## config.mk

```make
export PLATFORM = sky130hd
export DESIGN_NAME = pcs_cmd_top
export DESIGN_NICKNAME = d
export VERILOG_FILES = /design/src/inc/pcs_pkg.sv /design/src/inc/pcs_tbl_if.sv /design/src/rtl/pcs_cmd_top.sv /design/src/rtl/pcs_stream_table.sv
export SDC_FILE = /design/constraint.sdc
export NUM_CORES = 2
export LEC_CHECK = 0
export ABC_AREA = 1
export BUFFER_PORTS_ARGS = -buffer_cell sky130_fd_sc_hd__clkbuf_2
export CAP_MARGIN = 0
export CORE_ASPECT_RATIO = 1.2
export CORE_MARGIN = 2
export CORE_UTILIZATION = 30
export CTS_CLUSTER_SIZE = 14
export DETAILED_ROUTE_END_ITERATION = 10
export GPL_ROUTABILITY_DRIVEN = 1
export PLACE_DENSITY_LB_ADDON = 0.3
export SYNTH_ARGS = -nofsm -noshare
export SYNTH_HDL_FRONTEND = slang
export SYNTH_SLANG_ARGS = --single-unit
```

## constraint.sdc

```tcl
create_clock -name sys_clk -period 16.4 [get_ports sys_clk]
set_input_delay 0 -clock sys_clk [delete_from_list [all_inputs] [get_ports sys_clk]]
set_output_delay 0 -clock sys_clk [all_outputs]
set_load 0.02 [all_outputs]
```

## src/inc/pcs_pkg.sv

```systemverilog
/*
 * pcs_pkg: constants, register map and types for the power-mode query and
 * stream-configuration command block.
 * Assumes a 50 MHz sys_clk and a 32-bit Avalon-MM register bus.
 */
`default_nettype none
package pcs_pkg;
	// command codes
	localparam logic [7:0] CMD_PWR_QUERY_A = 8'hE5;
	localparam logic [7:0] CMD_PWR_QUERY_B = 8'h98;
	localparam logic [7:0] CMD_STREAM_CFG = 8'h51;
	// feature byte layout (current byte in [7:0], previous byte in [15:8])
	localparam int FEAT_ADD_BIT = 7;
	localparam int FEAT_DIR_BIT = 6;
	localparam int FEAT_ID_LSB = 0;
	localparam int FEAT_ID_MSB = 2;
	localparam int BYTE_W = 8;
	// sector count answers of the power-mode query
	localparam logic [7:0] SC_STANDBY = 8'h00;
	localparam logic [7:0] SC_ACTIVE = 8'hFF;
	// status and error bit positions
	localparam int STS_BSY = 7;
	localparam int STS_RDY = 6;
	localparam int STS_DSC = 4;
	localparam int STS_ERR = 0;
	localparam int ERR_ABT = 2;
	localparam int DEVHEAD_SEL_BIT = 4;
	localparam logic [7:0] STATUS_RST = 8'h50;
	localparam logic [7:0] ERROR_RST = 8'h00;
	// config register bits
	localparam int CFG_STREAM_SUP = 0;
	localparam int CFG_STANDBY = 1;
	localparam logic [1:0] CONFIG_RST = 2'h1;
	localparam logic [31:0] TIME_UNIT_RST = 32'h0000_0001;
	// timer control fields
	localparam int TMR_STOP_BIT = 3;
	localparam int TMR_RUN_BIT = 4;
	// register byte offsets
	localparam int ADDR_W = 8;
	localparam logic [7:0] OFS_FEAT = 8'h00;
	localparam logic [7:0] OFS_SECCNT = 8'h04;
	localparam logic [7:0] OFS_DEVHEAD = 8'h08;
	localparam logic [7:0] OFS_CMD_STATUS = 8'h0C;
	localparam logic [7:0] OFS_ERROR = 8'h10;
	localparam logic [7:0] OFS_CONFIG = 8'h14;
	localparam logic [7:0] OFS_TIME_UNIT = 8'h18;
	localparam logic [7:0] OFS_LIMIT = 8'h1C;
	localparam logic [7:0] OFS_TMR_CTRL = 8'h20;
	localparam logic [7:0] OFS_IRQ_STATUS = 8'h24;
	localparam logic [7:0] OFS_IRQ_CLEAR = 8'h28;
	localparam logic [7:0] OFS_IRQ_ENABLE = 8'h2C;
	localparam logic [7:0] OFS_STREAM_VALID = 8'h30;
	// events
	localparam int EV_DONE = 0;
	localparam int EV_ABORT = 1;
	localparam int EV_TIMEOUT = 2;
	localparam int EV_W = 3;
	// stream table shape
	localparam int STREAM_COUNT = 8;
	localparam int STREAM_ID_W = 3;
	localparam int AU_W = 16;
	localparam int UNIT_W = 32;
	localparam int COMPLETION_TIME_LIMIT_W = 40;
	// timing
	localparam int CLK_PERIOD_NS = 20;
	localparam int US_NS = 1000;
	localparam int US_CYCLES = US_NS / CLK_PERIOD_NS;
	localparam int MIN_COMPLETION_TIME_LIMIT_MS = 50;
	localparam int MIN_COMPLETION_TIME_LIMIT_US = MIN_COMPLETION_TIME_LIMIT_MS * 1000;
	localparam int DIV_W = 8;
	typedef enum logic [1:0] {
		ST_IDLE = 2'b01,
		ST_EXEC = 2'b10
	} pcs_state_t;
endpackage
`default_nettype wire

```

## src/inc/pcs_tbl_if.sv

```systemverilog
/*
 * pcs_tbl_if: link between the command logic and the stream record table.
 * Assumes both ends run on sys_clk; the table answers lookups combinationally.
 */
`timescale 1ns/1ns
`default_nettype none
interface pcs_tbl_if;
	import pcs_pkg::*;
	logic wr_en;
	logic wr_add;
	logic [STREAM_ID_W-1:0] wr_id;
	logic wr_dir;
	logic [AU_W-1:0] wr_au;
	logic [BYTE_W-1:0] wr_prev_feat;
	logic [UNIT_W-1:0] time_unit;
	logic [STREAM_ID_W-1:0] rd_id;
	logic [STREAM_COUNT-1:0] valid;
	logic [COMPLETION_TIME_LIMIT_W-1:0] rd_completion_time_limit;
	modport ctl (output wr_en, wr_add, wr_id, wr_dir, wr_au, wr_prev_feat, time_unit, rd_id,
		input valid, rd_completion_time_limit);
	modport tbl (input wr_en, wr_add, wr_id, wr_dir, wr_au, wr_prev_feat, time_unit, rd_id,
		output valid, rd_completion_time_limit);
endinterface
`default_nettype wire

```

## src/rtl/pcs_cmd_top.sv

```systemverilog
/*
 * pcs_cmd_top: taskfile command logic for the power-mode query and the
 * stream-configuration command, with an Avalon-MM register slave, a
 * completion time limit timer and a level interrupt.
 * Assumes a single 50 MHz sys_clk and a master that holds each request
 * until waitrequest is seen low.
 */
// The implementer's own choices: the placing of the registers and register access over Avalon-MM.
`timescale 1ns/1ns
`default_nettype none
// Functional notes
// - E5h and 98h both run power query
// - query reports spin state, no data
// - sector count 00h standby/sleep, else FFh
// - 51h configures exactly one stream
// - feature bit 7: add or remove
// - feature bit 6: read or write stream
// - feature bits 2:0 give stream id
// - re-add replaces; abort keeps old parameters
// - abort when streaming is unsupported
// - abort removal of an id that is not currently valid
// - default limit = previous feature * time unit
// - zero requested limit uses stream default
// - limit timed from timer control write to stop write or expiry
// - limit never below 50 ms
// - allocation unit from both sector count bytes
// - device/head bit 4 ignored
module pcs_cmd_top #(
	parameter int unsigned MIN_COMPLETION_TIME_LIMIT_US_P = pcs_pkg::MIN_COMPLETION_TIME_LIMIT_US, // floor of the limit, microseconds
	parameter int unsigned US_CYCLES_P = pcs_pkg::US_CYCLES // clock cycles per microsecond
) (
	input wire logic sys_clk, // 50 MHz system clock
	input wire logic reset, // async reset, active high
	input wire logic [pcs_pkg::ADDR_W-1:0] avs_address, // byte address
	input wire logic avs_read, // read request
	input wire logic avs_write, // write request
	input wire logic [31:0] avs_writedata, // write data
	input wire logic [3:0] avs_byteenable, // byte lanes of a write
	output logic [31:0] avs_readdata, // read data, registered
	output logic avs_waitrequest, // stall while the answer is prepared
	output logic completion_interrupt_line // level interrupt
);
	import pcs_pkg::*;

	pcs_tbl_if tbl();

	pcs_stream_table u_tbl (
		.sys_clk(sys_clk),
		.reset(reset),
		.tp(tbl)
	);

	////////////////////////////////////////////////////////////////////////
	logic ack_ff, nxt_ack;
	logic [31:0] readdata_ff, nxt_readdata;
	logic [15:0] feat_ff, nxt_feat;
	logic [15:0] seccnt_ff, nxt_seccnt;
	logic [7:0] devhead_ff, nxt_devhead;
	logic [7:0] cmd_ff, nxt_cmd;
	logic [7:0] status_ff, nxt_status;
	logic [7:0] error_ff, nxt_error;
	logic [1:0] config_ff, nxt_config;
	logic [UNIT_W-1:0] unit_ff, nxt_unit;
	logic [31:0] limit_ff, nxt_limit;
	logic [EV_W-1:0] evt_ff, nxt_evt;
	logic [EV_W-1:0] en_ff, nxt_en;
	logic irq_ff, nxt_irq;
	pcs_state_t state_ff, nxt_state;
	logic [EV_W-1:0] ev_set;
	logic [31:0] wmask;
	logic wr_go;
	logic wr_cmd;
	logic is_query, is_stream, cfg_abort;
	logic [STREAM_ID_W-1:0] feat_id;
	logic tmr_run_ff, nxt_tmr_run;
	logic [STREAM_ID_W-1:0] tmr_id_ff, nxt_tmr_id;
	logic [COMPLETION_TIME_LIMIT_W-1:0] tmr_cnt_ff, nxt_tmr_cnt;
	logic [DIV_W-1:0] div_ff, nxt_div;
	logic us_tick, tmr_start, tmr_stop, tmr_expire;
	logic [COMPLETION_TIME_LIMIT_W-1:0] req_limit, eff_limit;

	// byte lanes widen into a bit mask for partial writes
	function automatic logic [31:0] lane_mask(input logic [3:0] be);
		logic [31:0] m;
		m = '0;
		for (int i = 0; i < 4; i++) begin
			m[i*BYTE_W +: BYTE_W] = {BYTE_W{be[i]}};
		end
		return m;
	endfunction

	// one wait state: readdata is captured on the first edge, served on the second
	assign avs_waitrequest = (avs_read || avs_write) && !ack_ff;
	assign wr_go = avs_write && ack_ff;
	assign wmask = lane_mask(avs_byteenable);
	assign wr_cmd = wr_go && avs_address == OFS_CMD_STATUS && avs_byteenable[0] && state_ff == ST_IDLE;

	// command decode; both query codes map to the same action
	assign is_query = cmd_ff == CMD_PWR_QUERY_A || cmd_ff == CMD_PWR_QUERY_B;
	assign is_stream = cmd_ff == CMD_STREAM_CFG;
	assign feat_id = feat_ff[FEAT_ID_MSB:FEAT_ID_LSB];
	assign cfg_abort = !config_ff[CFG_STREAM_SUP]
		|| (!feat_ff[FEAT_ADD_BIT] && !tbl.valid[feat_id]);

	// table writes only on a command that is not aborted, so old records survive
	assign tbl.wr_en = state_ff == ST_EXEC && is_stream && !cfg_abort;
	assign tbl.wr_add = feat_ff[FEAT_ADD_BIT];
	assign tbl.wr_id = feat_id;
	assign tbl.wr_dir = feat_ff[FEAT_DIR_BIT];
	assign tbl.wr_au = seccnt_ff;
	assign tbl.wr_prev_feat = feat_ff[15:8];
	assign tbl.time_unit = unit_ff;
	assign tbl.rd_id = avs_writedata[STREAM_ID_W-1:0];

	////////////////////////////////////////////////////////////////////////
	// bus slave, taskfile, command execution and interrupt state
	always_comb begin
		nxt_ack = (avs_read || avs_write) && !ack_ff;
		nxt_readdata = readdata_ff;
		nxt_feat = feat_ff;
		nxt_seccnt = seccnt_ff;
		nxt_devhead = devhead_ff;
		nxt_cmd = cmd_ff;
		nxt_status = status_ff;
		nxt_error = error_ff;
		nxt_config = config_ff;
		nxt_unit = unit_ff;
		nxt_limit = limit_ff;
		nxt_en = en_ff;
		nxt_state = state_ff;
		ev_set = '0;
		if (avs_read && !ack_ff) begin
			case (avs_address)
				OFS_FEAT: nxt_readdata = {16'h0000, feat_ff};
				OFS_SECCNT: nxt_readdata = {16'h0000, seccnt_ff};
				OFS_DEVHEAD: nxt_readdata = {24'h000000, devhead_ff};
				OFS_CMD_STATUS: nxt_readdata = {24'h000000, status_ff};
				OFS_ERROR: nxt_readdata = {24'h000000, error_ff};
				OFS_CONFIG: nxt_readdata = {30'h0, config_ff};
				OFS_TIME_UNIT: nxt_readdata = unit_ff;
				OFS_LIMIT: nxt_readdata = limit_ff;
				OFS_TMR_CTRL: nxt_readdata = {27'h0, tmr_run_ff, 1'b0, tmr_id_ff};
				OFS_IRQ_STATUS: nxt_readdata = {29'h0, evt_ff};
				OFS_IRQ_ENABLE: nxt_readdata = {29'h0, en_ff};
				OFS_STREAM_VALID: nxt_readdata = {24'h000000, tbl.valid};
				default: nxt_readdata = 32'h0000_0000;
			endcase
		end
		// taskfile writes are dropped while busy, as a real drive would
		if (wr_go && state_ff == ST_IDLE) begin
			case (avs_address)
				OFS_FEAT: nxt_feat = (feat_ff & ~wmask[15:0]) | (avs_writedata[15:0] & wmask[15:0]);
				OFS_SECCNT: nxt_seccnt = (seccnt_ff & ~wmask[15:0]) | (avs_writedata[15:0] & wmask[15:0]);
				OFS_DEVHEAD: begin
					if (avs_byteenable[0]) begin
						nxt_devhead = avs_writedata[7:0];
						nxt_devhead[DEVHEAD_SEL_BIT] = 1'b0;
					end
				end
				default: begin
				end
			endcase
		end
		if (wr_go) begin
			case (avs_address)
				OFS_CONFIG: begin
					if (avs_byteenable[0]) begin
						nxt_config = avs_writedata[1:0];
					end
				end
				OFS_TIME_UNIT: nxt_unit = (unit_ff & ~wmask) | (avs_writedata & wmask);
				OFS_LIMIT: nxt_limit = (limit_ff & ~wmask) | (avs_writedata & wmask);
				OFS_IRQ_ENABLE: begin
					if (avs_byteenable[0]) begin
						nxt_en = avs_writedata[EV_W-1:0];
					end
				end
				default: begin
				end
			endcase
		end
		case (state_ff)
			ST_IDLE: begin
				if (wr_cmd) begin
					nxt_cmd = avs_writedata[7:0];
					nxt_status = 8'h00;
					nxt_status[STS_BSY] = 1'b1;
					nxt_state = ST_EXEC;
				end
			end
			ST_EXEC: begin
				// completion: busy off, ready on, error bits only for an abort
				nxt_status = 8'h00;
				nxt_status[STS_RDY] = 1'b1;
				nxt_status[STS_DSC] = 1'b1;
				nxt_error = ERROR_RST;
				ev_set[EV_DONE] = 1'b1;
				if (is_query) begin
					// no data phase, answer only through sector count
					nxt_seccnt[7:0] = config_ff[CFG_STANDBY] ? SC_STANDBY : SC_ACTIVE;
				end else if (!is_stream || cfg_abort) begin
					nxt_status[STS_ERR] = 1'b1;
					nxt_error[ERR_ABT] = 1'b1;
					ev_set[EV_ABORT] = 1'b1;
				end
				nxt_state = ST_IDLE;
			end
			default: nxt_state = ST_IDLE;
		endcase
		ev_set[EV_TIMEOUT] = tmr_expire;
		// a set in the same cycle as its clear wins
		nxt_evt = evt_ff;
		if (wr_go && avs_address == OFS_IRQ_CLEAR && avs_byteenable[0]) begin
			nxt_evt = evt_ff & ~avs_writedata[EV_W-1:0];
		end
		nxt_evt = nxt_evt | ev_set;
		nxt_irq = |(nxt_evt & nxt_en);
	end

	always_ff @(posedge sys_clk or posedge reset) begin
		if (reset) begin
			ack_ff <= 1'b0;
			readdata_ff <= 32'h0000_0000;
			feat_ff <= 16'h0000;
			seccnt_ff <= 16'h0000;
			devhead_ff <= 8'h00;
			cmd_ff <= 8'h00;
			status_ff <= STATUS_RST;
			error_ff <= ERROR_RST;
			config_ff <= CONFIG_RST;
			unit_ff <= TIME_UNIT_RST;
			limit_ff <= 32'h0000_0000;
			evt_ff <= '0;
			en_ff <= '0;
			irq_ff <= 1'b0;
			state_ff <= ST_IDLE;
		end else begin
			ack_ff <= nxt_ack;
			readdata_ff <= nxt_readdata;
			feat_ff <= nxt_feat;
			seccnt_ff <= nxt_seccnt;
			devhead_ff <= nxt_devhead;
			cmd_ff <= nxt_cmd;
			status_ff <= nxt_status;
			error_ff <= nxt_error;
			config_ff <= nxt_config;
			unit_ff <= nxt_unit;
			limit_ff <= nxt_limit;
			evt_ff <= nxt_evt;
			en_ff <= nxt_en;
			irq_ff <= nxt_irq;
			state_ff <= nxt_state;
		end
	end

	assign avs_readdata = readdata_ff;
	assign completion_interrupt_line = irq_ff;

	////////////////////////////////////////////////////////////////////////
	// completion limit timer, counted in microsecond ticks from a divider
	assign tmr_start = wr_go && avs_address == OFS_TMR_CTRL && avs_byteenable[0]
		&& !avs_writedata[TMR_STOP_BIT];
	assign tmr_stop = wr_go && avs_address == OFS_TMR_CTRL && avs_byteenable[0]
		&& avs_writedata[TMR_STOP_BIT];
	assign req_limit = (limit_ff == 32'h0000_0000) ? tbl.rd_completion_time_limit : COMPLETION_TIME_LIMIT_W'(limit_ff);
	assign eff_limit = (req_limit < COMPLETION_TIME_LIMIT_W'(MIN_COMPLETION_TIME_LIMIT_US_P)) ? COMPLETION_TIME_LIMIT_W'(MIN_COMPLETION_TIME_LIMIT_US_P) : req_limit;
	assign us_tick = tmr_run_ff && div_ff == DIV_W'(US_CYCLES_P - 1);
	assign tmr_expire = us_tick && tmr_cnt_ff == COMPLETION_TIME_LIMIT_W'(1) && !tmr_stop;

	always_comb begin
		nxt_tmr_run = tmr_run_ff;
		nxt_tmr_id = tmr_id_ff;
		nxt_tmr_cnt = tmr_cnt_ff;
		nxt_div = tmr_run_ff ? div_ff + DIV_W'(1) : '0;
		if (us_tick) begin
			nxt_div = '0;
			nxt_tmr_cnt = tmr_cnt_ff - COMPLETION_TIME_LIMIT_W'(1);
		end
		if (tmr_expire || tmr_stop) begin
			nxt_tmr_run = 1'b0;
		end
		// a restart while running simply reloads; limitation: one stream timed at a time
		if (tmr_start) begin
			nxt_tmr_run = 1'b1;
			nxt_tmr_id = avs_writedata[STREAM_ID_W-1:0];
			nxt_tmr_cnt = eff_limit;
			nxt_div = '0;
		end
	end

	always_ff @(posedge sys_clk or posedge reset) begin
		if (reset) begin
			tmr_run_ff <= 1'b0;
			tmr_id_ff <= '0;
			tmr_cnt_ff <= '0;
			div_ff <= '0;
		end else begin
			tmr_run_ff <= nxt_tmr_run;
			tmr_id_ff <= nxt_tmr_id;
			tmr_cnt_ff <= nxt_tmr_cnt;
			div_ff <= nxt_div;
		end
	end

	////////////////////////////////////////////////////////////////////////
	a_query_active: assert property (
		@(posedge sys_clk) disable iff (reset)
		(state_ff == ST_EXEC && is_query && !config_ff[CFG_STANDBY])
		|=> (seccnt_ff[7:0] == SC_ACTIVE && status_ff[STS_RDY] && !status_ff[STS_ERR]))
		else $error("active query did not return FFh");
	a_query_standby: assert property (
		@(posedge sys_clk) disable iff (reset)
		(state_ff == ST_EXEC && is_query && config_ff[CFG_STANDBY]) |=> seccnt_ff[7:0] == SC_STANDBY)
		else $error("standby query did not return 00h");
	a_alt_code_ok: assert property (
		@(posedge sys_clk) disable iff (reset)
		(wr_cmd && avs_writedata[7:0] == CMD_PWR_QUERY_B) |-> ##2 !error_ff[ERR_ABT])
		else $error("alternate query code was aborted");
	a_unsup_abort: assert property (
		@(posedge sys_clk) disable iff (reset)
		(state_ff == ST_EXEC && is_stream && !config_ff[CFG_STREAM_SUP])
		|=> (error_ff == 8'h04 && status_ff[STS_ERR] && evt_ff[EV_ABORT]))
		else $error("unsupported streaming not aborted");
	a_unknown_remove: assert property (
		@(posedge sys_clk) disable iff (reset)
		(state_ff == ST_EXEC && is_stream && !feat_ff[FEAT_ADD_BIT] && !tbl.valid[feat_id])
		|-> !tbl.wr_en ##1 error_ff[ERR_ABT])
		else $error("removal of unknown stream not aborted");
	a_busy_cycle: assert property (
		@(posedge sys_clk) disable iff (reset)
		wr_cmd |=> status_ff[STS_BSY] ##1 (!status_ff[STS_BSY] && status_ff[STS_RDY]))
		else $error("busy did not clear one cycle after start");
	a_timer_floor: assert property (
		@(posedge sys_clk) disable iff (reset)
		tmr_start |=> (tmr_run_ff && tmr_cnt_ff >= COMPLETION_TIME_LIMIT_W'(MIN_COMPLETION_TIME_LIMIT_US_P)))
		else $error("timer loaded below the minimum");
	a_default_limit: assert property (
		@(posedge sys_clk) disable iff (reset)
		(tmr_start && limit_ff == 32'h0000_0000 && tbl.rd_completion_time_limit >= COMPLETION_TIME_LIMIT_W'(MIN_COMPLETION_TIME_LIMIT_US_P))
		|=> tmr_cnt_ff == $past(tbl.rd_completion_time_limit))
		else $error("zero limit did not take the stream default");
	a_set_wins: assert property (
		@(posedge sys_clk) disable iff (reset)
		(ev_set[EV_DONE] && wr_go && avs_address == OFS_IRQ_CLEAR) |=> evt_ff[EV_DONE])
		else $error("event lost to a same-cycle clear");
	a_devhead_zero: assert property (
		@(posedge sys_clk) disable iff (reset)
		$rose(ack_ff) |-> !devhead_ff[DEVHEAD_SEL_BIT])
		else $error("device select bit was kept");
endmodule
`default_nettype wire

```

## src/rtl/pcs_stream_table.sv

```systemverilog
/*
 * pcs_stream_table: one parameter record per stream identifier.
 * Assumes the command logic only writes when the command is not aborted.
 */
`timescale 1ns/1ns
`default_nettype none
module pcs_stream_table
	import pcs_pkg::*;
(
	input wire logic sys_clk, // system clock
	input wire logic reset, // async reset, active high
	pcs_tbl_if.tbl tp // write and lookup port
);
	logic [STREAM_COUNT-1:0] valid_ff;
	logic [STREAM_COUNT-1:0] dir_ff;
	logic [AU_W-1:0] au_ff [STREAM_COUNT];
	logic [COMPLETION_TIME_LIMIT_W-1:0] completion_time_limit_ff [STREAM_COUNT];
	logic [COMPLETION_TIME_LIMIT_W-1:0] new_completion_time_limit;

	// default limit in microseconds, product of previous feature and time unit
	assign new_completion_time_limit = COMPLETION_TIME_LIMIT_W'(tp.wr_prev_feat) * COMPLETION_TIME_LIMIT_W'(tp.time_unit);

	////////////////////////////////////////////////////////////////////////
	genvar gi;
	generate
		for (gi = 0; gi < STREAM_COUNT; gi++) begin : g_rec
			logic nxt_valid;
			logic nxt_dir;
			logic [AU_W-1:0] nxt_au;
			logic [COMPLETION_TIME_LIMIT_W-1:0] nxt_completion_time_limit;
			// replace on add, drop the valid flag on remove
			always_comb begin
				nxt_valid = valid_ff[gi];
				nxt_dir = dir_ff[gi];
				nxt_au = au_ff[gi];
				nxt_completion_time_limit = completion_time_limit_ff[gi];
				if (tp.wr_en && tp.wr_id == STREAM_ID_W'(gi)) begin
					nxt_valid = tp.wr_add;
					if (tp.wr_add) begin
						nxt_dir = tp.wr_dir;
						nxt_au = tp.wr_au;
						nxt_completion_time_limit = new_completion_time_limit;
					end
				end
			end
			always_ff @(posedge sys_clk or posedge reset) begin
				if (reset) begin
					valid_ff[gi] <= 1'b0;
					dir_ff[gi] <= 1'b0;
					au_ff[gi] <= '0;
					completion_time_limit_ff[gi] <= '0;
				end else begin
					valid_ff[gi] <= nxt_valid;
					dir_ff[gi] <= nxt_dir;
					au_ff[gi] <= nxt_au;
					completion_time_limit_ff[gi] <= nxt_completion_time_limit;
				end
			end
		end
	endgenerate

	assign tp.valid = valid_ff;
	assign tp.rd_completion_time_limit = completion_time_limit_ff[tp.rd_id];

	////////////////////////////////////////////////////////////////////////
	a_remove_clears: assert property (
		@(posedge sys_clk) disable iff (reset)
		(tp.wr_en && !tp.wr_add) |=> !valid_ff[$past(tp.wr_id)])
		else $error("remove left the stream valid");
	a_add_stores: assert property (
		@(posedge sys_clk) disable iff (reset)
		(tp.wr_en && tp.wr_add) |=> (valid_ff[$past(tp.wr_id)] && completion_time_limit_ff[$past(tp.wr_id)] == $past(new_completion_time_limit)
		&& dir_ff[$past(tp.wr_id)] == $past(tp.wr_dir) && au_ff[$past(tp.wr_id)] == $past(tp.wr_au)))
		else $error("add did not store the stream record");
	a_no_write_keeps: assert property (
		@(posedge sys_clk) disable iff (reset)
		!tp.wr_en |=> $stable(valid_ff))
		else $error("stream set changed without a write");
endmodule
`default_nettype wire

```

==> impl_results.md <==
- GP Congestion: 0.909
- Net Switching: 709 uW
- Sequential Area: 13500 sq um
- Cts repair resizes: 0
- Period utilization: 35.1%
- Register clock-pin slew on the reported worst setup and hold paths: 0.06 ns
- Peak VDD IR: 103 uV
- Die Ht: 376 um
- Seq/Total Area, Yosys: 39.0%
- Area of the multi-input gates: 17300 sq um
- Warnings from Yosys: 0
- RSZ-0062 raised after global routing: no
- Yosys top cell area share: 38.7%
- MaxCap Viol Count: 0
- Boundary Pins: 82
- Cell with the most instances after synthesis: nand2_1
- Critical path buffer and inverter count: 4
- Startpoint types: register
- Met3 Track Usage GR: 2.70%
- Core box area: 115000 sq um
- Area after DPL: 36300 sq um
- Req. time, crit path: 16.96 ns
- Setup violations, final: 0
- Final nets: 4930
- Logic pwr share: 5.3%
- Post-synthesis cell type count: 59
- TritonCTS clock tree: done
- Post-route antenna net violation count: 0
- Largest net degree at the start of global routing: 163
- Routed vias: 30100
- Post-layout util: 33.8%
- Mapped Cells: 4641
- Wire per inst: 18.2 um
- Max clock buf depth: 3
- Area grow syn2layout: 11.7%
- Total Routing Usage GR: 19.1%
- GR peak layer: met2
- Initial antenna violation count: 3
- Number of synthesized register bits: 539
- Gr ovfl total: 0
- Final TNS setup: 0 ns
- Switch share: 24.8%
- Post-Syn Area: 34600 sq um
- TritonRoute pass-1 iters: 5
- Clk_lat worst skew: 0.65 ns
- Layout cells sized above 1: 5.91%
- CP delay by family, top: adder cells
- First-pass GRT wire length: 176 mm
- Post-cts hold buffer count: 46
- Final Hold Fails: 0
- Synth area leader: dfrtp_1
- Clk sinks: 539
- Pwr Density: 73.7 nW/um^2
- Area contributors post-synth: dfrtp_1, nand2_1, fa_1, inv_1, o21ai_0
- Worst Path Arrival: 6.32 ns
- Hold/Removal Path Class: input pin to register
- Initial DRC Count: 2523
- Fmax achieved: 0.174 GHz
- Period minus WS final: 5.76 ns
- Hpwl dp: 77.5 mm
- Dominant synthesized flop cell: dfrtp_1
- Port Buffers: 81
- Max Fanout on Critical Path: 24
- Slowest stage cell, crit path: nor4_1
- H-tree depth: 2
- Mapped Nets: 4933
- DRC: 0
- Critical path type: register to register
- Number of synthesized flops with an enable pin: 0
- Design area: 38700 sq um
- Crit path cell chain: buf_4 -> nand2_1 -> inv_1 -> fa_1 -> fa_1 -> fa_1 -> inv_1 -> fa_1 -> inv_1 -> ha_1 -> nand2_1 -> nor4_1 -> a21oi_1 -> o21ai_1 -> nand3_1 -> nand2_1 -> xor2_2 -> nand2_1 -> o21ai_0
- Critical Path End Type: register
- Slew Viols, Final: 0
- Status: completed
- Postcts setup bufs: 0
- Seq pwr share: 47.2%
- Least-Margin Pin Slew: 1.27 ns
- Die Wd: 314 um
- Syn avg cell area: 7.46 sq um
- Max stage delay on crit path: 0.55 ns
- Routed vias/inst: 4.85
- Internal power: 2.14 mW
- Detailed Route WL: 113 mm
- Relative slew margins: 15.2%
- Met2 Use GR: 33.0%
- Row count: 136
- LEAKAGE: 20.1 nW
- CTS root buffer: clkbuf_16
- Met1 Use GR: 24.7%
- Starting Density: 30.2%
- Clock skew: 0.0273 ns
- Fill cell count: 12100
- Post-synthesis async set-or-reset flop share: 100%
- Die footprint: 118000 sq um
- CTS Buf Count: 58
- Synth top cells by count: nand2_1, inv_1, dfrtp_1
- Clock power share: 47.5%
- Hold Worst Slack: 0.00708 ns
- Vias in the first global route: 29400
layout make-up:
class	count	area share [%]
inverter	736	7.17
clock buffer	82	4.30
clock inverter	26	0.673
multi-input combinational	3129	44.8
antenna	2	0.0129
timing repair buffer	174	3.20
sequential	539	34.9
tap	1518	4.91
layer usage:
metal,part of all wire [%],up-vias
met1,43,14800
met2,49,752
met5,0.021,-
met3,5.3,168
met4,2.7,4
li1,-,14400
worst register-to-register path: stages, from the launching register on:
cell     delay, ns
dfrtp_1       0.53
buf_4         0.37
nand2_1       0.09
inv_1         0.09
fa_1          0.42
fa_1          0.51
fa_1          0.49
inv_1         0.05
fa_1          0.49
inv_1         0.05
ha_1          0.38
nand2_1       0.12
nor4_1        0.55
a21oi_1       0.20
o21ai_1       0.36
nand3_1       0.12
nand2_1       0.12
xor2_2        0.51
nand2_1       0.13
o21ai_0       0.10
final timing paths:
check | startpoint | to | slack [ns] | depth (start not counted)
max reg2reg | register | u_tbl.completion_time_limit_ff[234]$_DFFE_PP0P_ | 10.64 | 19
min in group asynchronous | reset | u_tbl.completion_time_limit_ff[84]$_DFFE_PP0P_ | 0.08 | 3
max | register | u_tbl.completion_time_limit_ff[234]$_DFFE_PP0P_ | 10.64 | 19
max in group asynchronous | reset | async pin | 13.16 | 6
min | avs_byteenable[2] | register | 0.007 | 4
min reg2reg | u_tbl.completion_time_limit_ff[276]$_DFFE_PP0P_ | u_tbl.completion_time_limit_ff[276]$_DFFE_PP0P_ | 0.48 | 2
power groups by stage:
stage                     combinational [mW]  clock [mW]  sequential (mW)
after CTS                              0.152        1.38             1.35
final                                  0.150        1.36             1.35
after detailed placement               0.143           0             1.37
after global routing                   0.168        1.43             1.35
after global placement                 0.143           0             1.37
after floorplan                       0.0965           0             1.37
cells by family after synthesis:
group / count (synthesis) / synth area share, %
simple gates: 2033 / 23.4
buf+inv: 973 / 11.0
compound gates: 795 / 12.4
flops: 539 / 39.0
fa+ha+maj: 244 / 12.7
xor+xnor: 55 / 1.43
mux: 2 / 0.0578
placed cells by master (no fill, tap or decap), types with 38 or more instances in the layout:
cell           instances
nand2_1             1496
inv_1                722
dfrtp_1              533
o21ai_0              509
nor2_1               273
fa_1                 180
nand3_1              169
a21oi_1               90
clkbuf_2              79
o21ai_1               72
ha_1                  64
clkbuf_16             59
dlygate4sd3_1         46
buf_4                 46
xor2_1                38
stage by stage:
| stage | instances | power, mW | setup WS, ns |
|---|---|---|---|
| after detailed placement | 6050 | 1.51 | 10.73 |
| after CTS | 6204 | 2.88 | 10.69 |
| after global placement | 6050 | 1.51 | 10.78 |
| after global routing | 6204 | 2.95 | 10.19 |
| after floorplan | 4641 | 1.46 | 1.34 |
| final | 6206 | 2.85 | 10.64 |
(Power assumes the default switching activity.)
